File: src/shared/tcc_pkg.sv
// Constants, register map and carrier types for the telemetry calculator.
`default_nettype none
package tcc_pkg;
	// Structure of the converter.
	localparam int NPH = 7;
	localparam int NCH = 2;
	localparam int ADC_W = 12;
	localparam int IIN_W = 13;
	localparam int TEL_W = 16;
	localparam int CUR_W = 16;
	localparam int SEL_W = 8;
	localparam int IDX_W = 3;
	localparam int GAIN_W = 16;
	localparam int FEG_W = 4;
	localparam int DG_W = 8;
	localparam int ADDR_W = 8;

	// Arithmetic widths.
	localparam int GAIN_FRAC = 8;
	localparam int SUM_W = 16;
	localparam int OSUM_W = 19;
	localparam int DIV_W = 24;
	localparam int REM_W = GAIN_W + 1;
	localparam int RES_W = 27;
	localparam int IINS_W = 22;
	localparam int DIV_STEPS = DIV_W;
	localparam logic [4:0] DIV_LAST = 5'(DIV_STEPS - 1);

	// Current telemetry is in 1/16 A steps.
	localparam int CUR_FRAC = 4;
	localparam int CUR_LSB_PER_A = 1 << CUR_FRAC;
	localparam int PH_MIN_A = -10;
	localparam int PH_MAX_A = 70;
	localparam int PH_MIN = PH_MIN_A * CUR_LSB_PER_A;
	localparam int PH_MAX = PH_MAX_A * CUR_LSB_PER_A;
	localparam int CUR_MIN = -32768;
	localparam int CUR_MAX = 32767;

	// Input-current converter: full scale 800 mV maps to the top code.
	localparam int IIN_FS_MV = 800;
	localparam logic [IIN_W-1:0] IIN_FS_CODE = IIN_W'((1 << ADC_W) - 1);
	// Digital gain has 0.5 per step, hence the extra bit of shift.
	localparam int IIN_SHIFT = ADC_W + 1 - CUR_FRAC;

	// Selector value that picks the channel total.
	localparam logic [SEL_W-1:0] PH_ALL = 8'hFF;

	// Reset values.
	localparam logic [SEL_W-1:0] SEL_RST = 8'hFF;
	localparam logic [GAIN_W-1:0] GAIN_RST = 16'h0100;
	localparam logic [FEG_W-1:0] FEG_RST = 4'h0;
	localparam logic [DG_W-1:0] DG_RST = 8'h02;

	// Register byte offsets.
	localparam logic [ADDR_W-1:0] A_SEL = 8'h00;
	localparam logic [ADDR_W-1:0] A_GAIN0 = 8'h04;
	localparam logic [ADDR_W-1:0] A_GAIN1 = 8'h08;
	localparam logic [ADDR_W-1:0] A_ICAL = 8'h0C;
	localparam logic [ADDR_W-1:0] A_PHASE = 8'h10;
	localparam logic [ADDR_W-1:0] A_IOUT0 = 8'h40;
	localparam logic [ADDR_W-1:0] A_IOUT1 = 8'h44;
	localparam logic [ADDR_W-1:0] A_POUT0 = 8'h48;
	localparam logic [ADDR_W-1:0] A_POUT1 = 8'h4C;
	localparam logic [ADDR_W-1:0] A_VOUT0 = 8'h50;
	localparam logic [ADDR_W-1:0] A_VOUT1 = 8'h54;
	localparam logic [ADDR_W-1:0] A_TEMP0 = 8'h58;
	localparam logic [ADDR_W-1:0] A_TEMP1 = 8'h5C;
	localparam logic [ADDR_W-1:0] A_VIN = 8'h60;
	localparam logic [ADDR_W-1:0] A_IIN = 8'h64;
	localparam logic [ADDR_W-1:0] A_PIN = 8'h68;
	localparam logic [ADDR_W-1:0] A_STAT = 8'h6C;

	// Latest digitized samples from the converters.
	typedef struct packed {
		logic [NPH-1:0][ADC_W-1:0] ph_sense;
		logic [ADC_W-1:0] vref;
		logic [NCH-1:0][TEL_W-1:0] vout;
		logic [NCH-1:0][TEL_W-1:0] temp;
		logic [TEL_W-1:0] vin;
		logic [IIN_W-1:0] iin_code;
	} tcc_samples_t;

	typedef enum logic [1:0] {
		D_LOAD = 2'b00,
		D_RUN = 2'b01,
		D_DONE = 2'b10
	} tcc_dstate_t;

	// Whole state of the calculator.
	typedef struct packed {
		logic [NCH-1:0][SEL_W-1:0] sel;
		logic [NCH-1:0][GAIN_W-1:0] gain;
		logic [FEG_W-1:0] fe_gain;
		logic [DG_W-1:0] dig_gain;
		logic [CUR_W-1:0] input_current_offset;
		logic [NPH-1:0] ph_en;
		logic [NPH-1:0] ph_ch;
		logic [NPH-1:0][IDX_W-1:0] ph_idx;
		logic [NPH-1:0][CUR_W-1:0] ph_ofs;
		tcc_dstate_t dstate;
		logic dch;
		logic [4:0] cnt;
		logic dneg;
		logic dsingle;
		logic [OSUM_W-1:0] dosum;
		logic [REM_W-1:0] rem;
		logic [DIV_W-1:0] quo;
		logic [NCH-1:0][CUR_W-1:0] iout;
		logic [NCH-1:0][31:0] pout;
		logic [CUR_W-1:0] iin;
		logic [31:0] pin;
		logic iin_over;
		logic [31:0] rdata;
	} tcc_state_t;
endpackage : tcc_pkg
`default_nettype wire

File: src/hdl/tcc_telemetry_calc.sv
// Telemetry computation and calibration core with its APB register file.
`timescale 1ns/1ps
`default_nettype none
module tcc_telemetry_calc (
	input wire logic pclk, // Core clock, 20 MHz.
	input wire logic presetn, // Asynchronous reset, active low.
	input wire logic psel, // APB select.
	input wire logic penable, // APB access phase.
	input wire logic pwrite, // APB direction, high for write.
	input wire logic [tcc_pkg::ADDR_W-1:0] paddr, // APB byte address.
	input wire logic [31:0] pwdata, // APB write data.
	input wire logic [3:0] pstrb, // APB write byte strobes.
	output logic [31:0] prdata, // APB read data, registered.
	output logic pready, // APB ready, no wait states.
	output logic pslverr, // APB error for unmapped or read-only.
	input wire tcc_pkg::tcc_samples_t samples, // Latest converter codes.
	output logic [tcc_pkg::FEG_W-1:0] input_frontend_gain // Front-end gain.
);
	import tcc_pkg::*;

	tcc_state_t s_reg;
	tcc_state_t s_next;
	logic signed [ADC_W:0] diff [NPH];
	logic [NPH-1:0] in_ch;
	logic [NPH-1:0] picked;
	logic [SEL_W-1:0] cur_sel;
	logic signed [SUM_W-1:0] sum_diff;
	logic signed [OSUM_W-1:0] sum_ofs;
	logic signed [DIV_W-1:0] num;
	logic [REM_W-1:0] trial;
	logic signed [RES_W-1:0] qsig;
	logic signed [RES_W-1:0] res;
	logic signed [RES_W-1:0] lo;
	logic signed [RES_W-1:0] hi;
	logic [ADC_W-1:0] code_sat;
	logic [ADC_W+DG_W-1:0] iprod;
	logic signed [IINS_W-1:0] isum;
	logic rd_hit;
	logic wr_hit;
	logic ph_hit;
	logic [IDX_W-1:0] ph_sel;
	logic [ADDR_W-1:0] ph_off;
	logic [31:0] rd_data;
	logic [31:0] ph_word;

	// Merge write data into an old word under the byte strobes.
	function automatic logic [31:0] merge(input logic [31:0] old,
		input logic [31:0] wd, input logic [3:0] st);
		logic [31:0] r;
		r = old;
		for (int b = 0; b < 4; b++) begin
			if (st[b]) begin
				r[8*b +: 8] = wd[8*b +: 8];
			end
		end
		return r;
	endfunction : merge

	// Reference-subtracted sense and channel membership, one set per phase.
	assign cur_sel = s_reg.sel[s_reg.dch];
	generate
		for (genvar p = 0; p < NPH; p++) begin : g_phase
			assign diff[p] = $signed({1'b0, samples.ph_sense[p]})
				- $signed({1'b0, samples.vref});
			assign in_ch[p] = s_reg.ph_en[p]
				&& (s_reg.ph_ch[p] == s_reg.dch);
			assign picked[p] = in_ch[p] && ((cur_sel == PH_ALL)
				|| (cur_sel == SEL_W'(s_reg.ph_idx[p])));
		end
	endgenerate

	// Sums over the picked phases; a single pick degenerates to one term.
	// Duplicate indices in one channel are all summed, by intent.
	always_comb begin
		sum_diff = '0;
		sum_ofs = '0;
		for (int p = 0; p < NPH; p++) begin
			if (picked[p]) begin
				sum_diff = sum_diff + SUM_W'(diff[p]);
				sum_ofs = sum_ofs + OSUM_W'($signed(s_reg.ph_ofs[p]));
			end
		end
	end

	// Gain is 8.8 fixed point, so the dividend is scaled up by the fraction.
	assign num = {sum_diff, {GAIN_FRAC{1'b0}}};
	assign trial = {s_reg.rem[GAIN_W-1:0], s_reg.quo[DIV_W-1]};

	// Signed quotient plus offset, clamped to the reading's span.
	// A zero gain gives an all-ones quotient, which saturates harmlessly.
	always_comb begin
		qsig = $signed({3'b000, s_reg.quo});
		if (s_reg.dneg) begin
			qsig = -qsig;
		end
		res = qsig + RES_W'($signed(s_reg.dosum));
		lo = s_reg.dsingle ? RES_W'(PH_MIN) : RES_W'(CUR_MIN);
		hi = s_reg.dsingle ? RES_W'(PH_MAX) : RES_W'(CUR_MAX);
	end

	// Input current path; codes above full scale are pinned to the top.
	// The shift truncates under one step; it spares a second divider.
	assign code_sat = (samples.iin_code > IIN_FS_CODE) ?
		IIN_FS_CODE[ADC_W-1:0] : samples.iin_code[ADC_W-1:0];
	assign iprod = code_sat * s_reg.dig_gain;
	assign isum = IINS_W'($signed({1'b0, iprod >> IIN_SHIFT}))
		+ IINS_W'($signed(s_reg.input_current_offset));

	// Phase configuration window decode.
	// Unaligned addresses match no word here and are refused.
	assign ph_off = paddr - A_PHASE;
	assign ph_hit = (paddr >= A_PHASE) && (ph_off < ADDR_W'(4 * NPH))
		&& (paddr[1:0] == 2'b00);
	assign ph_sel = ph_off[IDX_W+1:2];
	assign ph_word = {s_reg.ph_ofs[ph_sel], 9'h000, s_reg.ph_idx[ph_sel],
		2'b00, s_reg.ph_ch[ph_sel], s_reg.ph_en[ph_sel]};

	// Read mux and map; telemetry words refuse writes.
	always_comb begin
		rd_hit = 1'b1;
		wr_hit = 1'b1;
		rd_data = '0;
		case (paddr)
			A_SEL: rd_data = {16'h0000, s_reg.sel[1], s_reg.sel[0]};
			A_GAIN0: rd_data = {16'h0000, s_reg.gain[0]};
			A_GAIN1: rd_data = {16'h0000, s_reg.gain[1]};
			A_ICAL: rd_data = {s_reg.input_current_offset, s_reg.dig_gain, 4'h0,
				s_reg.fe_gain};
			A_IOUT0, A_IOUT1, A_POUT0, A_POUT1, A_VOUT0, A_VOUT1,
			A_TEMP0, A_TEMP1, A_VIN, A_IIN, A_PIN, A_STAT: begin
				wr_hit = 1'b0;
				case (paddr)
					A_IOUT0: rd_data = {16'h0000, s_reg.iout[0]};
					A_IOUT1: rd_data = {16'h0000, s_reg.iout[1]};
					A_POUT0: rd_data = s_reg.pout[0];
					A_POUT1: rd_data = s_reg.pout[1];
					A_VOUT0: rd_data = {16'h0000, samples.vout[0]};
					A_VOUT1: rd_data = {16'h0000, samples.vout[1]};
					A_TEMP0: rd_data = {16'h0000, samples.temp[0]};
					A_TEMP1: rd_data = {16'h0000, samples.temp[1]};
					A_VIN: rd_data = {16'h0000, samples.vin};
					A_IIN: rd_data = {16'h0000, s_reg.iin};
					A_PIN: rd_data = s_reg.pin;
					default: rd_data = {31'h00000000, s_reg.iin_over};
				endcase
			end
			default: begin
				if (ph_hit) begin
					rd_data = ph_word;
				end else begin
					rd_hit = 1'b0;
					wr_hit = 1'b0;
				end
			end
		endcase
	end

	// Next state: bus writes, divider sequence and live products.
	always_comb begin
		logic [31:0] w;
		w = '0;
		s_next = s_reg;

		// Read data is captured in setup so the access phase needs no wait.
		if (psel && !penable) begin
			s_next.rdata = rd_data;
		end

		// Writes land only in the access phase of a mapped control word.
		if (psel && penable && pwrite && wr_hit) begin
			case (paddr)
				A_SEL: begin
					w = merge({16'h0000, s_reg.sel[1], s_reg.sel[0]}, pwdata,
						pstrb);
					s_next.sel[0] = w[7:0];
					s_next.sel[1] = w[15:8];
				end
				A_GAIN0: begin
					w = merge({16'h0000, s_reg.gain[0]}, pwdata, pstrb);
					s_next.gain[0] = w[15:0];
				end
				A_GAIN1: begin
					w = merge({16'h0000, s_reg.gain[1]}, pwdata, pstrb);
					s_next.gain[1] = w[15:0];
				end
				A_ICAL: begin
					w = merge({s_reg.input_current_offset, s_reg.dig_gain, 4'h0,
						s_reg.fe_gain}, pwdata, pstrb);
					s_next.fe_gain = w[3:0];
					s_next.dig_gain = w[15:8];
					s_next.input_current_offset = w[31:16];
				end
				default: begin
					w = merge(ph_word, pwdata, pstrb);
					s_next.ph_en[ph_sel] = w[0];
					s_next.ph_ch[ph_sel] = w[1];
					s_next.ph_idx[ph_sel] = w[6:4];
					s_next.ph_ofs[ph_sel] = w[31:16];
				end
			endcase
		end

		// Divider runs without pause, alternating channels.
		case (s_reg.dstate)
			D_LOAD: begin
				// Selector and offsets freeze here for the whole pass.
				s_next.dneg = num[DIV_W-1];
				s_next.quo = num[DIV_W-1] ? DIV_W'(-num) : num;
				s_next.rem = '0;
				s_next.cnt = '0;
				s_next.dosum = sum_ofs;
				s_next.dsingle = (cur_sel != PH_ALL);
				s_next.dstate = D_RUN;
			end
			D_RUN: begin
				// One restoring step: subtract the channel gain if it fits.
				// A gain written mid-pass spoils only this one result.
				if (trial >= {1'b0, s_reg.gain[s_reg.dch]}) begin
					s_next.rem = trial - {1'b0, s_reg.gain[s_reg.dch]};
					s_next.quo = {s_reg.quo[DIV_W-2:0], 1'b1};
				end else begin
					s_next.rem = trial;
					s_next.quo = {s_reg.quo[DIV_W-2:0], 1'b0};
				end
				s_next.cnt = s_reg.cnt + 5'h01;
				if (s_reg.cnt == DIV_LAST) begin
					s_next.dstate = D_DONE;
				end
			end
			D_DONE: begin
				// Clamping keeps an overrange sum from wrapping its sign.
				if (res < lo) begin
					s_next.iout[s_reg.dch] = CUR_W'(lo);
				end else if (res > hi) begin
					s_next.iout[s_reg.dch] = CUR_W'(hi);
				end else begin
					s_next.iout[s_reg.dch] = CUR_W'(res);
				end
				s_next.dch = ~s_reg.dch;
				s_next.dstate = D_LOAD;
			end
			default: s_next.dstate = D_LOAD;
		endcase

		// Products track the latest readings every cycle.
		for (int c = 0; c < NCH; c++) begin
			s_next.pout[c] = 32'($signed({1'b0, samples.vout[c]})
				* $signed(s_reg.iout[c]));
		end
		if (isum > IINS_W'(CUR_MAX)) begin
			s_next.iin = CUR_W'(CUR_MAX);
		end else if (isum < IINS_W'(CUR_MIN)) begin
			s_next.iin = CUR_W'(CUR_MIN);
		end else begin
			s_next.iin = CUR_W'(isum);
		end
		s_next.pin = 32'($signed({1'b0, samples.vin})
			* $signed(s_reg.iin));
		s_next.iin_over = (samples.iin_code > IIN_FS_CODE);
	end

	// State register; reset loads only constants.
	// Output currents restart from zero until their channel's first pass completes.
	always_ff @(posedge pclk or negedge presetn) begin
		if (!presetn) begin
			s_reg <= '0;
			s_reg.sel <= {NCH{SEL_RST}};
			s_reg.gain <= {NCH{GAIN_RST}};
			s_reg.fe_gain <= FEG_RST;
			s_reg.dig_gain <= DG_RST;
			s_reg.dstate <= D_LOAD;
		end else begin
			s_reg <= s_next;
		end
	end

	// Bus answers: zero wait states, error on unmapped or read-only writes.
	assign pready = 1'b1;
	assign pslverr = psel && penable && (pwrite ? !wr_hit : !rd_hit);
	assign prdata = s_reg.rdata;
	assign input_frontend_gain = s_reg.fe_gain;
endmodule : tcc_telemetry_calc
`default_nettype wire

File: config.mk
export PLATFORM = sky130hd
export DESIGN_NAME = tcc_telemetry_calc
export DESIGN_NICKNAME = d
export VERILOG_FILES = /design/src/shared/tcc_pkg.sv /design/src/hdl/tcc_telemetry_calc.sv
export SDC_FILE = /design/constraint.sdc
export NUM_CORES = 2
export LEC_CHECK = 0
export BUFFER_PORTS_ARGS = -buffer_cell sky130_fd_sc_hd__buf_4
export CAP_MARGIN = 20
export CORE_MARGIN = 10
export CORE_UTILIZATION = 55
export CTS_CLUSTER_DIAMETER = 100
export CTS_CLUSTER_SIZE = 20
export DETAILED_ROUTE_END_ITERATION = 10
export PLACE_DENSITY = 0.75
export SLEW_MARGIN = 20
export SYNTH_ARGS = -nofsm -noshare
export SYNTH_HDL_FRONTEND = slang
export SYNTH_SLANG_ARGS = --single-unit
File: constraint.sdc
create_clock -name pclk -period 10.2 [get_ports pclk]
set_clock_uncertainty 0.05 [all_clocks]
set_input_delay 1.02 -clock pclk [delete_from_list [all_inputs] [get_ports pclk]]
set_output_delay 1.02 -clock pclk [all_outputs]
set_load 0.005 [all_outputs]
==> results.py <==
metrics = {
    "outcome": {
        "status": "finished, violations left",
        "violations": "setup timing",
    },
    "routing": {
        "avgRoutedWirePerCell_microns": 22.7,
        "wirelength_microns": 235000,
        "antenna_left": 0,
        "viasPerCell": 6.10,
        "dr.pass1.iters": 9,
        "dr_total_vias": 63300,
        "drcViolationCount": 0,
        "drt_iter0_drc": 6128,
    },
    "layout": {
        "final_nets": 10300,
        "instances_no_fill": 10400,
        "drive_gt1_frac": 0.193,
        "largest_reg_flops": 433,
        "mostFrequentLayoutCell": "buf_4",
        "final_cell_mix": "buf_4 (1074), inv_1 (940), nand2_1 (886), ha_1 (694), fa_1 (659)",
        "syn_to_final_growth_pct": 17.6,
    },
    "worst_setup_path": {
        "critPathSlowestCell": "dfstp_2",
        "critPathArrivalTime_ps": 11230,
        "start_kind": "register",
        "cp.required_ps": 10700,
        "worstSetupEndpointType": "register",
        "cpPeakStageDelay_ps": 400,
        "crit_fanout": 5,
        "path_class": "register to register",
    },
    "die": {
        "dieWidth_microns": 372,
        "rows": 129,
        "ios": 276,
        "fp.coreArea_sq_um": 123000,
        "dieArea_sq_um": 139000,
        "initial_core_util": 0.553,
        "die_h_microns": 372,
    },
    "placed_design": {
        "gp_congestion": 1.01,
        "dpl.hpwl_microns": 184000,
        "dp_cells": 10200,
        "port_buffers": 274,
    },
    "grt": {
        "antenna_found_initial": 31,
        "grt-ovfl-total": 0,
        "grt_pass1_vias": 63500,
        "grtUsageTotal": 0.329,
        "grt_max_degree": 145,
        "grt_pass1_wl_microns": 357000,
    },
    "synth": {
        "synthTopCellsByArea": "fa_1 (19%), dfrtp_1 (17%), ha_1 (14%), inv_1 (5.2%), nand2_1 (4.9%)",
        "yosysWarnings": 0,
        "synth_edf_count": 0,
        "syn_area_sq_um": 68200,
        "postSynthCellCount": 7919,
        "synth_nets": 9567,
        "synth_area_leader_cell": "fa_1",
        "ys_types": 92,
        "seq_area_frac_synth": 0.172,
        "synth_flop_cell": "dfrtp_1",
        "synth_top_cell_area_share": 0.195,
        "async_reset_ff_frac": 1.00,
        "synth_area_per_cell_sq_um": 8.62,
        "ys_ff_latch": 469,
    },
    "timing": {
        "period_share": 1.05,
        "drv_slew": 0,
        "slew_headroom": 0.191,
        "setup_slack_ps": -536,
        "hold_violations": 0,
        "tightest_slew_ps": 1210,
        "finalSetupViolations": 19,
        "rsz0062_at_grt": "true",
        "finalCriticalPeriod_ps": 10740,
        "clock.fmax_mhz": 93.1,
    },
    "clocking": {
        "cts_buffers": 29,
        "hold_buffers": 0,
        "cts_tree": "built",
        "cts_root_buffer": "clkbuf_16",
        "clock_latency_ps": 650,
        "clockBufferDepth": 3,
        "cts_htree_levels": 1,
        "path_clk_slew_ps": 90,
        "cts.sinks": 469,
    },
    "min_path": {
        "worst_hold_path_type": "primary input to asynchronous set/reset pin",
    },
    "power": {
        "p_clk_frac": 0.229,
        "power_density_nw_per_um2": 69.0,
        "p_leak_nw": 40.0,
        "switching_power_mw": 2.06,
        "power_frac_comb": 0.392,
        "peakVddDrop_mv": 0.143,
        "power.total_mw": 5.54,
        "internal_power_mw": 3.48,
        "sw_frac_of_total": 0.372,
        "pwr-share-seq": 0.379,
    },
    "run": {
        "drv_cap": 0,
    },
}
-- power by group through the flow --
stage                     Sequential, mW  Combinational (mW)  Clock (mW)
final                               2.10                2.17        1.27
after global routing                2.10                2.37        1.33
after CTS                           2.09                2.09        1.27
after detailed placement            2.12                2.00           0
after global placement              2.12                1.95           0
after floorplan                     2.06                1.25           0
-- final cells by class --
| class | instances | area (sq um) |
|---|---|---|
| well taps | 1637 | 2050 |
| multi-input cells | 6150 | 53500 |
| clock buffers | 48 | 807 |
| inverters | 947 | 3560 |
| clock inverters | 5 | 62.6 |
| diodes | 13 | 32.5 |
| repair buffers | 1102 | 8460 |
| flip-flops and latches | 469 | 11800 |
| fillers | 10000 | 43200 |
-- synthesized netlist by cell type, types with 71 or more instances --
master    instances
clkbuf_1        273
and2_1          387
xnor2_1         285
dfrtp_1         450
nand3_1         137
nor2_1          487
nand2_1         894
nand2b_1        101
xor2_1          129
ha_1            747
a21oi_1         402
a22oi_1         103
a21o_1          112
o21ai_0         439
mux2_2          113
nor3_1          114
fa_1            663
nor2b_1          71
mux2i_1          90
o21a_1           82
inv_1           947
-- final timing paths --
| path | slack [ps] | cells past startpoint | start | endpoint |
|---|---|---|---|---|
| worst max-delay path | -540 | 57 | s_reg[466]$_DFFE_PN1P_ | s_reg[236]$_DFFE_PN0P_ |
| worst min-delay path | 420 | 1 | presetn | s_reg[294]$_DFFE_PN0P_ |
| worst max register to register | -540 | 57 | s_reg[466]$_DFFE_PN1P_ | s_reg[236]$_DFFE_PN0P_ |
| worst min register to register | 450 | 2 | s_reg[159]$_DFFE_PN0P_ | s_reg[159]$_DFFE_PN0P_ |
| max in group asynchronous | 7420 | 3 | presetn | s_reg[244]$_DFFE_PN0N_ |
| min in group pclk | 450 | 2 | s_reg[159]$_DFFE_PN0P_ | s_reg[159]$_DFFE_PN0P_ |
-- logic make-up (layout without fill, tap and decap cells) --
logic type                 after synthesis  after routing  share of synthesized area
AOI/OAI and AO/OA                     1669           1669                      0.158
adders and majority gates             1410           1410                      0.331
DFF                                    469            469                      0.172
other                                    1             14                  0.0000550
and+or+nand+nor                       2423           2423                      0.169
xor gates and xnor gates               420            420                     0.0551
buffers and inverters                 1300           2102                     0.0740
muxes                                  227            227                     0.0398
-- routing by layer --
metal | part of all wire | track usage | wire, microns | vias up
met3 | 0.11 | 0.0883 | 26600 | 765
met1 | 0.38 | 0.411 | 88700 | 31100
li1 | - | - | - | 28200
met2 | 0.45 | 0.519 | 105000 | 3129
met5 | 0.0011 | 0 | 260 | -
met4 | 0.061 | 0.170 | 14400 | 32
-- critical path, delay by kind of cell (launching register included) --
family | cells | cell delay (ps)
multiplexers | 2 | 580
XOR/XNOR | 8 | 1430
buffers and inverters | 7 | 830
flip-flops | 1 | 400
adder cells (fa/ha/maj) | 7 | 1730
AND/OR/NAND/NOR | 15 | 2800
AO/OA/AOI/OAI | 18 | 2810
-- metrics by stage --
| step | area (sq um) | utilization | hold slack, ps | setup TNS, ps | setup slack (ps) |
|---|---|---|---|---|---|
| floorplan | 68500 | - | 401 | -6.41 | -6.41 |
| global placement | 76300 | 0.618 | 416 | -7940 | -590 |
| detailed placement | 76400 | 0.619 | 434 | -11400 | -852 |
| CTS | 78500 | 0.635 | 454 | -1300 | -219 |
| global route | 80200 | 0.650 | 488 | -13300 | -981 |
| finish | 80200 | 0.650 | 422 | -3270 | -536 |
-- what timing repair did --
| action | 4_1_cts | 5_1_grt |
|---|---|---|
| pin swaps | 98 | 141 |
| setup buffers | 89 | 60 |
| endpoints found under the setup margin | 21 | 24 |
| resized for setup | 133 | 278 |
Power figures use the tool's default switching activity.
